$ cat src/drive_input_pkg.sv
// Constants, register map and carrier types for the drive input terminal decoder.
// Assumes a 100 MHz APB clock and six standard input terminals.
package drive_input_pkg;

	// --------------------------------------------------------------
	// Bus and register map
	// --------------------------------------------------------------
	localparam int ADDR_W = 8;
	localparam int DATA_W = 32;
	localparam logic [7:0] OFS_POLARITY = 8'h00;
	localparam logic [7:0] OFS_DEBOUNCE = 8'h04;
	localparam logic [7:0] OFS_FUNCTION = 8'h08;
	localparam logic [7:0] OFS_CONTROL = 8'h0C;
	localparam logic [7:0] OFS_STATUS = 8'h10;

	// --------------------------------------------------------------
	// Field layouts and reset values
	// --------------------------------------------------------------
	localparam int POLARITY_W = 12;
	localparam logic [11:0] POLARITY_RESET = 12'h000;
	localparam int DEBOUNCE_W = 5;
	localparam logic [4:0] DEBOUNCE_RESET = 5'h01;
	localparam logic [4:0] DEBOUNCE_MIN = 5'h01;
	localparam logic [4:0] DEBOUNCE_MAX = 5'h14;
	localparam int FUNC_W = 5;
	localparam logic [4:0] FUNCTION_RESET = 5'h00;
	localparam int CTRL_CMD_SRC_LSB = 0;
	localparam int CTRL_STOP_METHOD_BIT = 4;
	localparam int CTRL_KEYPAD_STATE_LSB = 8;
	localparam int CTRL_KEYPAD_REQ_BIT = 10;
	localparam logic [2:0] CMD_SRC_RESET = 3'h0;
	localparam int STAT_LEVELS_LSB = 0;
	localparam int STAT_PROGRAM_LSB = 16;
	localparam int STAT_SPEED_LSB = 20;
	localparam int STAT_MASTER_BIT = 24;
	localparam int STAT_MOTOR_LSB = 25;
	localparam int STAT_QUICK_STOP_BIT = 27;

	// --------------------------------------------------------------
	// Terminal function codes and command sources
	// --------------------------------------------------------------
	localparam logic [4:0] FN_NONE = 5'h00;
	localparam logic [4:0] FN_SPEED_BIT0 = 5'h01;
	localparam logic [4:0] FN_PROGRAM_RUN = 5'h17;
	localparam logic [4:0] FN_QUICK_STOP = 5'h17;
	localparam logic [4:0] FN_PROGRAM_DOWNLOAD = 5'h18;
	localparam logic [4:0] FN_MOTOR_BIT0 = 5'h1B;
	localparam logic [4:0] FN_MOTOR_BIT1 = 5'h1C;
	localparam logic [2:0] CMD_SRC_KEYPAD = 3'h0;
	localparam logic [2:0] CMD_SRC_TERMINAL = 3'h1;
	localparam logic [2:0] CMD_SRC_TERMINAL_NO_STOP = 3'h2;
	localparam logic [2:0] CMD_SRC_QUICK_STOP = 3'h5;

	// --------------------------------------------------------------
	// Timing
	// --------------------------------------------------------------
	localparam int CLK_PERIOD_NS = 10;
	localparam int DEBOUNCE_STEP_NS = 2000000;
	localparam int DEBOUNCE_STEP_CYCLES = DEBOUNCE_STEP_NS / CLK_PERIOD_NS;

	// --------------------------------------------------------------
	// Types
	// --------------------------------------------------------------
	typedef enum logic [1:0] {
		PROGRAM_IDLE_STATE = 2'b00,
		PROGRAM_RUN_STATE = 2'b01,
		PROGRAM_DOWNLOAD_STATE = 2'b11
	} program_state_t;

	typedef struct packed {
		logic [3:0] speed_index;
		logic use_master_frequency;
		logic [1:0] motor_select;
		logic quick_stop;
	} terminal_fn_t;

	typedef struct packed {
		program_state_t state;
		logic execute;
		logic motor_stop_request;
		logic stop_method;
	} program_out_t;

endpackage : drive_input_pkg

$ cat src/debounce_filter.sv
// Per-terminal debounce filter: a level is accepted after it has held
// for a programmed number of step ticks.
// Assumes tick is a one-cycle enable from the caller's divider.
`timescale 1ns/1ps
module debounce_filter #(
	parameter int WIDTH = 6,
	parameter int LEN_W = 5
) (
	input wire logic pclk,
	input wire logic presetn,
	input wire logic tick,
	input wire logic [LEN_W-1:0] length,
	input wire logic [WIDTH-1:0] raw,
	output logic [WIDTH-1:0] stable
);

	genvar i;
	generate
		for (i = 0; i < WIDTH; i++) begin : g_bit
			logic [LEN_W-1:0] count_q;
			logic level_q;

			// A bounce that returns before the count ends restarts the wait
			always_ff @(posedge pclk or negedge presetn) begin
				if (!presetn) begin
					count_q <= '0;
					level_q <= 1'b0;
				end else if (raw[i] == level_q) begin
					count_q <= '0;
				end else if (tick) begin
					if (count_q + 1'b1 >= length) begin
						count_q <= '0;
						level_q <= raw[i];
					end else begin
						count_q <= count_q + 1'b1;
					end
				end
			end

			assign stable[i] = level_q;
		end
	endgenerate

endmodule : debounce_filter

$ cat src/drive_input_terminal_decode.sv
// Input terminal conditioning and function decode for a motor drive:
// polarity, debounce, speed and motor select, program state control.
// Assumes an APB master on pclk and terminal pins synchronous to pclk.
//
// The register addresses and the APB register port were decided locally.
`timescale 1ns/1ps

// Notes on behaviour
// Run function requests program run, release stops
// Stopped drive plus run function enters run state
// Deactivation returns idle, stops motor by method
// Keypad program changes ignored under terminal source
// Run function ignored in download state
// Stopped drive plus download function enters download
// Download function ignored in run state
// Quick stop only with command source five
// Motor select bits form index 0 to 3
// Speed bits weigh 1,2,4,8; zero selects master
// Twelve-bit polarity register inverts normally closed inputs
// Polarity bit n belongs to terminal n+1
// First three polarity bits ignored in wire modes
// Debounce N times 2 ms, N 1 to 20
// Decode uses only corrected, debounced levels
module drive_input_terminal_decode
	import drive_input_pkg::*;
#(
	parameter int NUM_TERMINALS = 6,
	parameter int STEP_CYCLES = DEBOUNCE_STEP_CYCLES,
	parameter bit QUICK_STOP_VARIANT = 1'b0
) (
	input wire logic pclk,
	input wire logic presetn,
	input wire logic psel,
	input wire logic penable,
	input wire logic pwrite,
	input wire logic [drive_input_pkg::ADDR_W-1:0] paddr,
	input wire logic [drive_input_pkg::DATA_W-1:0] pwdata,
	output logic [drive_input_pkg::DATA_W-1:0] prdata,
	output logic pready,
	output logic pslverr,
	input wire logic [NUM_TERMINALS-1:0] input_terminals,
	input wire logic drive_stopped,
	output drive_input_pkg::terminal_fn_t terminal_functions,
	output drive_input_pkg::program_out_t program_out
);
	import drive_input_pkg::*;

	// ------------------------------------------------------------------
	// Registers and shared signals
	// ------------------------------------------------------------------
	logic [POLARITY_W-1:0] input_contact_polarity_q;
	logic [DEBOUNCE_W-1:0] input_debounce_time_q;
	logic [NUM_TERMINALS*FUNC_W-1:0] terminal_function_q;
	logic [2:0] operation_command_source_q;
	logic stop_method_q;
	logic keypad_req_q;
	program_state_t keypad_state_q;
	logic [DATA_W-1:0] prdata_q;
	program_state_t program_state_q;
	logic program_stop_q;
	terminal_fn_t functions_q;
	logic [NUM_TERMINALS-1:0] corrected;
	logic [NUM_TERMINALS-1:0] debounced;
	logic [NUM_TERMINALS-1:0] polarity_mask;
	logic [$clog2(STEP_CYCLES+1)-1:0] step_count_q;
	logic step_tick;
	logic wire_mode;
	logic setup_phase;
	logic write_access;
	logic addr_known;
	logic run_level;
	logic run_level_q;
	logic download_level;
	logic download_level_q;
	logic run_assigned;
	logic download_assigned;
	logic [4:0] debounce_wr;

	// ------------------------------------------------------------------
	// Helpers
	// ------------------------------------------------------------------
	// Level of a function: any terminal assigned to it is active
	function automatic logic fn_level(input logic [NUM_TERMINALS*FUNC_W-1:0] map,
			input logic [NUM_TERMINALS-1:0] levels, input logic [4:0] code);
		logic hit;
		hit = 1'b0;
		for (int t = 0; t < NUM_TERMINALS; t++) begin
			if (map[t*FUNC_W +: FUNC_W] == code && levels[t]) begin
				hit = 1'b1;
			end
		end
		return hit;
	endfunction : fn_level

	// Whether any terminal carries a function at all
	function automatic logic fn_assigned(input logic [NUM_TERMINALS*FUNC_W-1:0] map,
			input logic [4:0] code);
		logic hit;
		hit = 1'b0;
		for (int t = 0; t < NUM_TERMINALS; t++) begin
			if (map[t*FUNC_W +: FUNC_W] == code) begin
				hit = 1'b1;
			end
		end
		return hit;
	endfunction : fn_assigned

	// ------------------------------------------------------------------
	// APB slave
	// ------------------------------------------------------------------
	// Zero wait states; read data is captured in the setup cycle so the
	// access phase returns it from a flop.
	assign setup_phase = psel && !penable;
	assign write_access = psel && penable && pwrite;
	assign addr_known = (paddr == OFS_POLARITY) || (paddr == OFS_DEBOUNCE) ||
		(paddr == OFS_FUNCTION) || (paddr == OFS_CONTROL) || (paddr == OFS_STATUS);
	assign pready = 1'b1;
	assign pslverr = psel && penable && !addr_known;
	assign prdata = prdata_q;

	// Out-of-range debounce writes are pulled into 1..20
	always_comb begin
		debounce_wr = pwdata[DEBOUNCE_W-1:0];
		if (debounce_wr < DEBOUNCE_MIN) begin
			debounce_wr = DEBOUNCE_MIN;
		end else if (debounce_wr > DEBOUNCE_MAX) begin
			debounce_wr = DEBOUNCE_MAX;
		end
	end

	always_ff @(posedge pclk or negedge presetn) begin
		if (!presetn) begin
			input_contact_polarity_q <= POLARITY_RESET;
			input_debounce_time_q <= DEBOUNCE_RESET;
			terminal_function_q <= {NUM_TERMINALS{FUNCTION_RESET}};
			operation_command_source_q <= CMD_SRC_RESET;
			stop_method_q <= 1'b0;
		end else if (write_access) begin
			unique case (paddr)
				OFS_POLARITY: input_contact_polarity_q <= pwdata[POLARITY_W-1:0];
				OFS_DEBOUNCE: input_debounce_time_q <= debounce_wr;
				OFS_FUNCTION: terminal_function_q <= pwdata[NUM_TERMINALS*FUNC_W-1:0];
				OFS_CONTROL: begin
					operation_command_source_q <= pwdata[CTRL_CMD_SRC_LSB +: 3];
					stop_method_q <= pwdata[CTRL_STOP_METHOD_BIT];
				end
				default: ;
			endcase
		end
	end

	// Keypad program request: a one-shot write, dropped entirely while the
	// terminals own the operation command.
	always_ff @(posedge pclk or negedge presetn) begin
		if (!presetn) begin
			keypad_req_q <= 1'b0;
			keypad_state_q <= PROGRAM_IDLE_STATE;
		end else begin
			keypad_req_q <= 1'b0;
			if (write_access && paddr == OFS_CONTROL && pwdata[CTRL_KEYPAD_REQ_BIT] &&
					!wire_mode) begin
				keypad_req_q <= 1'b1;
				keypad_state_q <= program_state_t'(pwdata[CTRL_KEYPAD_STATE_LSB +: 2]);
			end
		end
	end

	always_ff @(posedge pclk or negedge presetn) begin
		if (!presetn) begin
			prdata_q <= '0;
		end else if (setup_phase && !pwrite) begin
			prdata_q <= '0;
			unique case (paddr)
				OFS_POLARITY: prdata_q[POLARITY_W-1:0] <= input_contact_polarity_q;
				OFS_DEBOUNCE: prdata_q[DEBOUNCE_W-1:0] <= input_debounce_time_q;
				OFS_FUNCTION: prdata_q[NUM_TERMINALS*FUNC_W-1:0] <= terminal_function_q;
				OFS_CONTROL: begin
					prdata_q[CTRL_CMD_SRC_LSB +: 3] <= operation_command_source_q;
					prdata_q[CTRL_STOP_METHOD_BIT] <= stop_method_q;
				end
				OFS_STATUS: begin
					prdata_q[STAT_LEVELS_LSB +: NUM_TERMINALS] <= debounced;
					prdata_q[STAT_PROGRAM_LSB +: 2] <= program_state_q;
					prdata_q[STAT_SPEED_LSB +: 4] <= functions_q.speed_index;
					prdata_q[STAT_MASTER_BIT] <= functions_q.use_master_frequency;
					prdata_q[STAT_MOTOR_LSB +: 2] <= functions_q.motor_select;
					prdata_q[STAT_QUICK_STOP_BIT] <= functions_q.quick_stop;
				end
				default: ;
			endcase
		end
	end

	// ------------------------------------------------------------------
	// Polarity correction and debounce
	// ------------------------------------------------------------------
	// Two- and three-wire modes use the first terminals as run and
	// direction contacts, so their polarity setting must not flip them.
	assign wire_mode = (operation_command_source_q == CMD_SRC_TERMINAL) ||
		(operation_command_source_q == CMD_SRC_TERMINAL_NO_STOP);

	always_comb begin
		polarity_mask = input_contact_polarity_q[NUM_TERMINALS-1:0];
		if (wire_mode) begin
			polarity_mask[2:0] = 3'h0;
		end
	end

	assign corrected = input_terminals ^ polarity_mask;

	// Divider giving one 2 ms step tick
	always_ff @(posedge pclk or negedge presetn) begin
		if (!presetn) begin
			step_count_q <= '0;
		end else if (step_count_q == ($bits(step_count_q))'(STEP_CYCLES - 1)) begin
			step_count_q <= '0;
		end else begin
			step_count_q <= step_count_q + 1'b1;
		end
	end

	assign step_tick = (step_count_q == ($bits(step_count_q))'(STEP_CYCLES - 1));

	debounce_filter #(
		.WIDTH(NUM_TERMINALS),
		.LEN_W(DEBOUNCE_W)
	) u_debounce (
		.pclk(pclk),
		.presetn(presetn),
		.tick(step_tick),
		.length(input_debounce_time_q),
		.raw(corrected),
		.stable(debounced)
	);

	// ------------------------------------------------------------------
	// Function decode
	// ------------------------------------------------------------------
	always_ff @(posedge pclk or negedge presetn) begin
		if (!presetn) begin
			functions_q <= '0;
			functions_q.use_master_frequency <= 1'b1;
		end else begin
			for (int b = 0; b < 4; b++) begin
				functions_q.speed_index[b] <= fn_level(terminal_function_q, debounced,
					FN_SPEED_BIT0 + 5'(b));
			end
			functions_q.use_master_frequency <= !(fn_level(terminal_function_q, debounced,
				FN_SPEED_BIT0) || fn_level(terminal_function_q, debounced, 5'h02) ||
				fn_level(terminal_function_q, debounced, 5'h03) ||
				fn_level(terminal_function_q, debounced, 5'h04));
			functions_q.motor_select[0] <= fn_level(terminal_function_q, debounced,
				FN_MOTOR_BIT0);
			functions_q.motor_select[1] <= fn_level(terminal_function_q, debounced,
				FN_MOTOR_BIT1);
			functions_q.quick_stop <= QUICK_STOP_VARIANT &&
				operation_command_source_q == CMD_SRC_QUICK_STOP &&
				fn_level(terminal_function_q, debounced, FN_QUICK_STOP);
		end
	end

	assign terminal_functions = functions_q;

	// ------------------------------------------------------------------
	// Program state machine
	// ------------------------------------------------------------------
	// The quick stop variant shares code 23; its terminals never drive the program engine, only the keypad does.
	assign run_level = !QUICK_STOP_VARIANT &&
		fn_level(terminal_function_q, debounced, FN_PROGRAM_RUN);
	assign download_level = !QUICK_STOP_VARIANT &&
		fn_level(terminal_function_q, debounced, FN_PROGRAM_DOWNLOAD);
	assign run_assigned = fn_assigned(terminal_function_q, FN_PROGRAM_RUN);
	assign download_assigned = fn_assigned(terminal_function_q, FN_PROGRAM_DOWNLOAD);

	always_ff @(posedge pclk or negedge presetn) begin
		if (!presetn) begin
			run_level_q <= 1'b0;
			download_level_q <= 1'b0;
		end else begin
			run_level_q <= run_level;
			download_level_q <= download_level;
		end
	end

	// Entry is level driven, so a function held on through a run waits for
	// the drive to stop; exit is edge driven so the keypad can still act
	// when no terminal is assigned.
	always_ff @(posedge pclk or negedge presetn) begin
		if (!presetn) begin
			program_state_q <= PROGRAM_IDLE_STATE;
			program_stop_q <= 1'b0;
		end else begin
			program_stop_q <= 1'b0;
			unique case (program_state_q)
				PROGRAM_IDLE_STATE: begin
					if (drive_stopped && run_level) begin
						program_state_q <= PROGRAM_RUN_STATE;
					end else if (drive_stopped && download_level) begin
						program_state_q <= PROGRAM_DOWNLOAD_STATE;
					end else if (keypad_req_q && drive_stopped &&
							(keypad_state_q == PROGRAM_RUN_STATE ||
							keypad_state_q == PROGRAM_DOWNLOAD_STATE)) begin
						program_state_q <= keypad_state_q;
					end
				end
				PROGRAM_RUN_STATE: begin
					// Download function has no say here
					if (run_assigned && run_level_q && !run_level) begin
						program_state_q <= PROGRAM_IDLE_STATE;
						program_stop_q <= 1'b1;
					end else if (keypad_req_q && keypad_state_q == PROGRAM_IDLE_STATE) begin
						program_state_q <= PROGRAM_IDLE_STATE;
						program_stop_q <= 1'b1;
					end
				end
				PROGRAM_DOWNLOAD_STATE: begin
					// Run function has no say here
					if (download_assigned && download_level_q && !download_level) begin
						program_state_q <= PROGRAM_IDLE_STATE;
						program_stop_q <= 1'b1;
					end else if (keypad_req_q && keypad_state_q == PROGRAM_IDLE_STATE) begin
						program_state_q <= PROGRAM_IDLE_STATE;
						program_stop_q <= 1'b1;
					end
				end
				default: begin
					program_state_q <= PROGRAM_IDLE_STATE;
				end
			endcase
		end
	end

	always_comb begin
		program_out.state = program_state_q;
		program_out.execute = program_state_q != PROGRAM_IDLE_STATE;
		program_out.motor_stop_request = program_stop_q;
		program_out.stop_method = stop_method_q;
	end

endmodule : drive_input_terminal_decode

$ cat config.mk
export PLATFORM = sky130hd
export DESIGN_NAME = drive_input_terminal_decode
export DESIGN_NICKNAME = d
export VERILOG_FILES = /design/src/drive_input_pkg.sv /design/src/debounce_filter.sv /design/src/drive_input_terminal_decode.sv
export SDC_FILE = /design/constraint.sdc
export NUM_CORES = 1
export LEC_CHECK = 0
export ABC_AREA = 1
export BUFFER_PORTS_ARGS = -buffer_cell sky130_fd_sc_hd__clkbuf_2
export CORE_MARGIN = 2
export CORE_UTILIZATION = 55
export CTS_BUF_LIST = sky130_fd_sc_hd__clkbuf_4 sky130_fd_sc_hd__clkbuf_8 sky130_fd_sc_hd__clkbuf_16
export DETAILED_ROUTE_END_ITERATION = 7
export PLACE_DENSITY = 0.76
export SYNTH_ARGS = -nofsm -noshare
export SYNTH_HDL_FRONTEND = slang
export SYNTH_SLANG_ARGS = --single-unit
$ cat constraint.sdc
create_clock -name pclk -period 2.8 [get_ports pclk]
set_clock_uncertainty 0.1 [all_clocks]
set_input_delay 0.28 -clock pclk [delete_from_list [all_inputs] [get_ports pclk]]
set_output_delay 0.28 -clock pclk [all_outputs]
set_load 0.05 [all_outputs]
# Word level (Yosys, flattened, before mapping)
# Index checks and enable logic that the tools add are counted.
[totals]
latch_bits = 0
mem_count = 0
wordCells = 321
mem_bits_rw = 0
register_bits = 150
rom_bits = 0
[op_classes]
n_reduce_logical = 101
n_mux = 104
n_bitwise = 7
mul = 0
n_eq_ne = 66
n_lt_le_gt_ge = 8
n_div = 0
shift = 0
addsub = 7
[ops]
columns = ["cell", "count"]
rows = [
  ["$eq A5 B5 Y1 const B", 24],
  ["$mux W5", 20],
  ["$logic_and A1 B1 Y1", 65],
  ["$mux W1", 64],
  ["$eq A5 B2 Y1 const B", 12],
  ["$add A5 B1 Y5 const B", 6],
  ["$eq A5 B1 Y1 const B", 6],
  ["$eq A5 B3 Y1 const B", 6],
  ["$ge A5 B5 Y1", 6],
  ["$add A18 B1 Y18 const B", 1],
  ["$eq A18 B18 Y1 const B", 1],
  ["$mux W18", 1],
  ["$reduce_and A3 Y1", 6],
  ["$eq A8 B4 Y1 const B", 2],
  ["$mux W2", 8],
  ["$pmux W8 S2", 1],
  ["$pmux W3 S5", 1],
  ["$reduce_bool A2 Y1", 7],
  ["$pmux W6 S2", 1],
  ["$logic_or A1 B1 Y1", 9],
  ["$eq A8 B3 Y1 const B", 1],
  ["$eq A8 B5 Y1 const B", 1],
  ["$logic_not A8 Y1", 1],
  ["$reduce_and A2 Y1", 4],
  ["20 further kinds", 39],
]

# Longest topological paths before layout
[depth]
word_depth = 12
mapped_depth = 13

# By module
# A second synthesis with hierarchy kept.
[hier_totals]
cells_unflattened = 1125
hier_area_um2 = 8682.1
[modules_own_cells]
columns = ["module", "cells_each", "instances", "seq_area_each_um2", "area_each_um2"]
rows = [
  ["drive_input_terminal_decode", 754, 1, 2855.2, 5955.7],
  ["debounce_filter", 371, 1, 900.9, 2726.4],
]

# Worst setup path before layout
# Ideal clock, no wire load.
[synth_timing]
path_kind = "in2out"
startpoint = "in paddr[5] in the netlist's numbering"
endpoint = "out pslverr"
path_slack_ns = 0.374
t_arrival_ns = 2.046
required_time_ns = 2.420
stages = 7
n_path_buf = 1
path_cell_list = "inv_1 nand2_2 nor2_4 nand2_2 clkbuf_1 nand4_1 nor3_1"
[synth_between]
elab_chain_cells = 7
[synth_lines]
columns = ["item", "line", "text"]
rows = [
  ["from (decl)", "drive_input_terminal_decode.sv:36", "input wire logic [drive_input_pkg::ADDR_W-1:0] paddr,"],
  ["$eq A8 B3 Y1 / $logic_not A8 Y1 (equally long branches)", "drive_input_terminal_decode.sv:115", "assign addr_known = (paddr == OFS_POLARITY) || (paddr == OFS_DEBOUNCE) ||"],
  ["$logic_or A1 B1 Y1 (2 in a row)", "drive_input_terminal_decode.sv:115", ""],
  ["$logic_or A1 B1 Y1", "drive_input_terminal_decode.sv:116", "(paddr == OFS_FUNCTION) || (paddr == OFS_CONTROL) || (paddr == OFS_STATUS);"],
  ["$logic_or A1 B1 Y1 *", "drive_input_terminal_decode.sv:116", ""],
  ["$logic_not A1 Y1 *", "drive_input_terminal_decode.sv:118", "assign pslverr = psel && penable && !addr_known;"],
  ["$logic_and A1 B1 Y1 *", "drive_input_terminal_decode.sv:118", ""],
  ["to (decl)", "drive_input_terminal_decode.sv:40", "output logic pslverr,"],
]
# Mark *: on every way between the ends. The rest lies on a longest branch, timed or not.

# Worst setup path in the final report
[layout_timing]
startpoint = "reg u_debounce.g_bit[1].count_q[0]"
endpoint = "reg u_debounce.g_bit[1].count_q[3]"
[layout_between]
elab_chain_cells = 5
[layout_lines]
columns = ["item", "line", "text"]
rows = [
  ["from (decl)", "debounce_filter.sv:20", "logic [LEN_W-1:0] count_q;"],
  ["from (signal assigned)", "debounce_filter.sv:35", "count_q <= count_q + 1'b1;"],
  ["$add A5 B1 Y5 *", "debounce_filter.sv:31, debounce_filter.sv:35", ""],
  ["$ge A5 B5 Y1", "debounce_filter.sv:31", "if (count_q + 1'b1 >= length) begin"],
  ["$mux W5 *", "debounce_filter.sv:31", ""],
  ["$mux W5 *", "debounce_filter.sv:30", "end else if (tick) begin"],
  ["$mux W5 *", "debounce_filter.sv:28", "end else if (raw[i] == level_q) begin"],
]
# Mark *: on every way between the ends. The rest lies on a longest branch, timed or not. The select of a mux whose other input is x is not followed.
# A chain may end at the register's enable or synchronous reset.

==> results.txt <==
- Tot GR Track Use: 27.0%
- Adding up every negative setup slack in the final design gives 0 ns.
- WL/cell: 15.7 µm
- Synth top area share: 44.0%
* Transition time at the pin with the least slew margin: 0.727 ns
- The worst-case IR drop observed on VDD is 440 µV.
- The clock passes through at most 2 buffers.
- In the routed design, unresolved DRC markers number 0.
* Share of cells above drive strength 1: 14.9%
* Largest driver fanout on the critical path: 5
- Derived from the worst setup path, the maximum achievable clock frequency is 415 MHz.
- Endpoint type of the worst setup path: flip-flop
- Dominant synthesized flop cell: sky130_fd_sc_hd__dfrtp_1
- Clock slew at reported path FFs: 0.06 ns
- Number of distinct standard cells referenced by the synthesized netlist: 43
- After technology mapping, the gate count stands at 1039.
* Clock tree from TritonCTS: done
- Clock Root Buffer: sky130_fd_sc_hd__clkbuf_16
* Unrepaired setup endpoints after global routing: no
- The final hold violation count is 0.
* Sequential element share of the synthesized area: 44.7%
- The design draws 5.01 mW.
* Mean cell area of the mapped netlist: 8.09 µm²
* Routed vias/inst: 5.58
* First drt pass iteration count: 8
- # H-tree levels: 4
* Ys Warns: 0
* Total via count in the routed design: 7521
- HPWL Detailed: 15.2 mm
* Detailed Route Iter0 Violations: 797
- Tmin final: 2.41 ns
- Number of nets in the final layout: 1237
* Synth-to-Final Area Change: 16.3%
- Setup violators final: 0
- Overall die area: 16300 µm²
- The most common cell in the synthesized netlist is sky130_fd_sc_hd__nand2_1.
- Worst setup slack after layout: 0.390 ns
- After clock tree synthesis, the repair step resized 0 gates.
* Power density normalized to cell area: 513 nW/µm²
- Once detail routing completed, the nets flagged for antenna violations numbered 0.
* X dimension of the die: 128 µm
* Launching element type of the critical path: flip-flop
- In this run the tool buffered the top-level ports with 92 buffer cells.
* Run status: finished clean
- Standard-cell rows: 45
- The number of max-slew violations in the final report was 0.
- Summed over all instances, the cell type with the most area after synthesis is sky130_fd_sc_hd__dfrtp_1.
* Final worst-path cycle share: 86.1%
- Initial core utilization: 55.7%
- The clock drives 150 sinks.
* Global-route wire length before repair: 34.7 mm
- Max cap viols: 0
- The initial antenna violation count came to 0.
- Static leakage: 5.17 nW
- Total core area: 15100 µm²
- Data on the critical path arrives at its endpoint at 2.63 ns.
- Timing analysis after detailed placement gives a worst setup slack of 0.395 ns.
- The critical path in this run is classified as flip-flop to flip-flop.
- Cell types occupying the most area after synthesis: sky130_fd_sc_hd__dfrtp_1, sky130_fd_sc_hd__nand2_1, sky130_fd_sc_hd__ha_1, sky130_fd_sc_hd__inv_1, sky130_fd_sc_hd__nor2_1
* Most frequent cells after synthesis: sky130_fd_sc_hd__nand2_1, sky130_fd_sc_hd__dfrtp_1, sky130_fd_sc_hd__inv_1
- After synthesis, the share of flip-flops with an asynchronous set or reset is 100%.
- Path class of the lowest-slack min-delay path: input pin to flip-flop
- Diodes inserted: 0
- After synthesis the netlist holds a flip-flop and latch count of 150.
- Weighted congestion reported at the end of routability-driven placement: 0.959
- Y dimension of the die: 128 µm
* Via count of the first global-routing pass: 7114
- Mapped Area: 8410 µm²
- Top-level port count: 99
- Number of synthesized flops with an enable pin: 0
- Worst Path Required: 3.02 ns
* Insertion delay of the later-clocked pin in the worst-skew pair: 0.43 ns
* Residual overflow from global routing: 0
- In this run the tightest slew margin relative to its limit is 51.4%.
- The final layout contains routed wiring with a total length of 21.2 mm.
* Clock buffers created by TritonCTS: 17
- Largest net degree at the start of global routing: 75
cell type report:
cell class | instances | area (µm²)
clock buffers | 20 | 460
clock inverters | 12 | 119
fillers | 1325 | 5310
inverters | 122 | 459
multi-input cells | 742 | 4050
flip-flops and latches | 150 | 3760
well taps | 188 | 235
repair buffers | 115 | 702
sequential cells by signal, indices dropped and copies added (netlist names):
signal                      cells
u_debounce.g_bit.count_q       30
step_count_q                   18
run_level_q                     1
operation_command_source_q      3
download_level_q                1
keypad_state_q                  2
prdata                         30
program_state_q                 2
keypad_req_q                    1
stop_method_q                   1
terminal_function_q            30
u_debounce.g_bit.level_q        6
input_contact_polarity_q       12
program_stop_q                  1
input_debounce_time_q           5
terminal_functions              7
path summary, 6_finish.rpt:
path                                                 from                             end  slack [ns]  cells after the start
setup / recovery           u_debounce.g_bit[1].count_q[0]  u_debounce.g_bit[1].count_q[3]        0.39                     11
hold / removal                                 pwdata[14]         terminal_function_q[14]       0.007                      3
setup reg to reg           u_debounce.g_bit[1].count_q[0]  u_debounce.g_bit[1].count_q[3]        0.39                     11
hold reg to reg                           step_count_q[0]                 step_count_q[0]        0.37                      1
max in group asynchronous                         presetn           terminal_functions[3]        1.48                      3
min in group asynchronous                         presetn  u_debounce.g_bit[1].count_q[3]        0.33                      2
cell usage in the layout (no fill, tap or decap), drive strengths merged, types with 3 or more instances in the layout:
| cell type | instances |
|---|---|
| o31ai | 7 |
| nor4 | 3 |
| mux2 | 4 |
| o311ai | 3 |
| a21oi | 55 |
| nor2 | 112 |
| o2111ai | 4 |
| a2bb2oi | 17 |
| inv | 124 |
| xor2 | 28 |
| buf | 14 |
| nand3 | 69 |
| nand2 | 256 |
| o21a | 6 |
| nand4 | 31 |
| dfrtp | 148 |
| o22ai | 8 |
| clkbuf | 111 |
| clkinv | 7 |
| ha | 37 |
| nor3 | 20 |
| xnor2 | 10 |
| dlygate4sd3 | 10 |
| o21ai | 59 |
| conb | 4 |
where the power goes:
group          internal, mW  switching, mW  leakage, nW  total (mW)
clock network          1.29          0.969        0.283        2.26
logic                 0.140          0.340         2.96       0.480
registers              2.22         0.0445         1.93        2.27
through the flow:
stage               cells  utilization [%]  area [µm²]  hold WS, ns
finish               1349             64.8        9780      0.00743
global placement     1307             60.3        9100        0.256
detailed placement   1307             60.3        9100        0.258
CTS                  1349             64.8        9780     0.000483
floorplan            1041                -        8420       -0.116
global route         1349             64.8        9780       0.0185
worst max-delay path: stages, from the launching register on:
cell                       delay [ns]
sky130_fd_sc_hd__dfrtp_1         0.42
sky130_fd_sc_hd__ha_1            0.24
sky130_fd_sc_hd__nand3_1         0.08
sky130_fd_sc_hd__xor2_1          0.18
sky130_fd_sc_hd__inv_1           0.07
sky130_fd_sc_hd__ha_1            0.32
sky130_fd_sc_hd__nand2_1         0.08
sky130_fd_sc_hd__o311ai_1        0.41
sky130_fd_sc_hd__buf_4           0.22
sky130_fd_sc_hd__nor2_1          0.04
sky130_fd_sc_hd__nand3_1         0.08
sky130_fd_sc_hd__nand2_1         0.05
cells by family after synthesis:
| kind of cell | Yosys count | synth area share (%) |
|---|---|---|
| and+or+nand+nor | 496 | 26.2 |
| other | 2 | 0.0893 |
| AOI/OAI and AO/OA | 163 | 11.4 |
| adders and majority gates | 37 | 5.51 |
| buffers and inverters | 149 | 7.35 |
| xor gates and xnor gates | 38 | 4.31 |
| DFF | 150 | 44.7 |
| muxes | 4 | 0.536 |
timing repair:
action	in CTS	in global routing
buffers inserted	0	0
endpoints found under the hold margin	80	0
hold buffers	10	0
per-layer routing:
metal	vias to the layer above	wire length (µm)	track usage, %
met5	-	0	0
met4	0	404	8.86
met3	36	1360	4.05
met2	270	9780	43.2
met1	3575	9700	37.9
li1	3640	-	-
(Power assumes the default switching activity.)
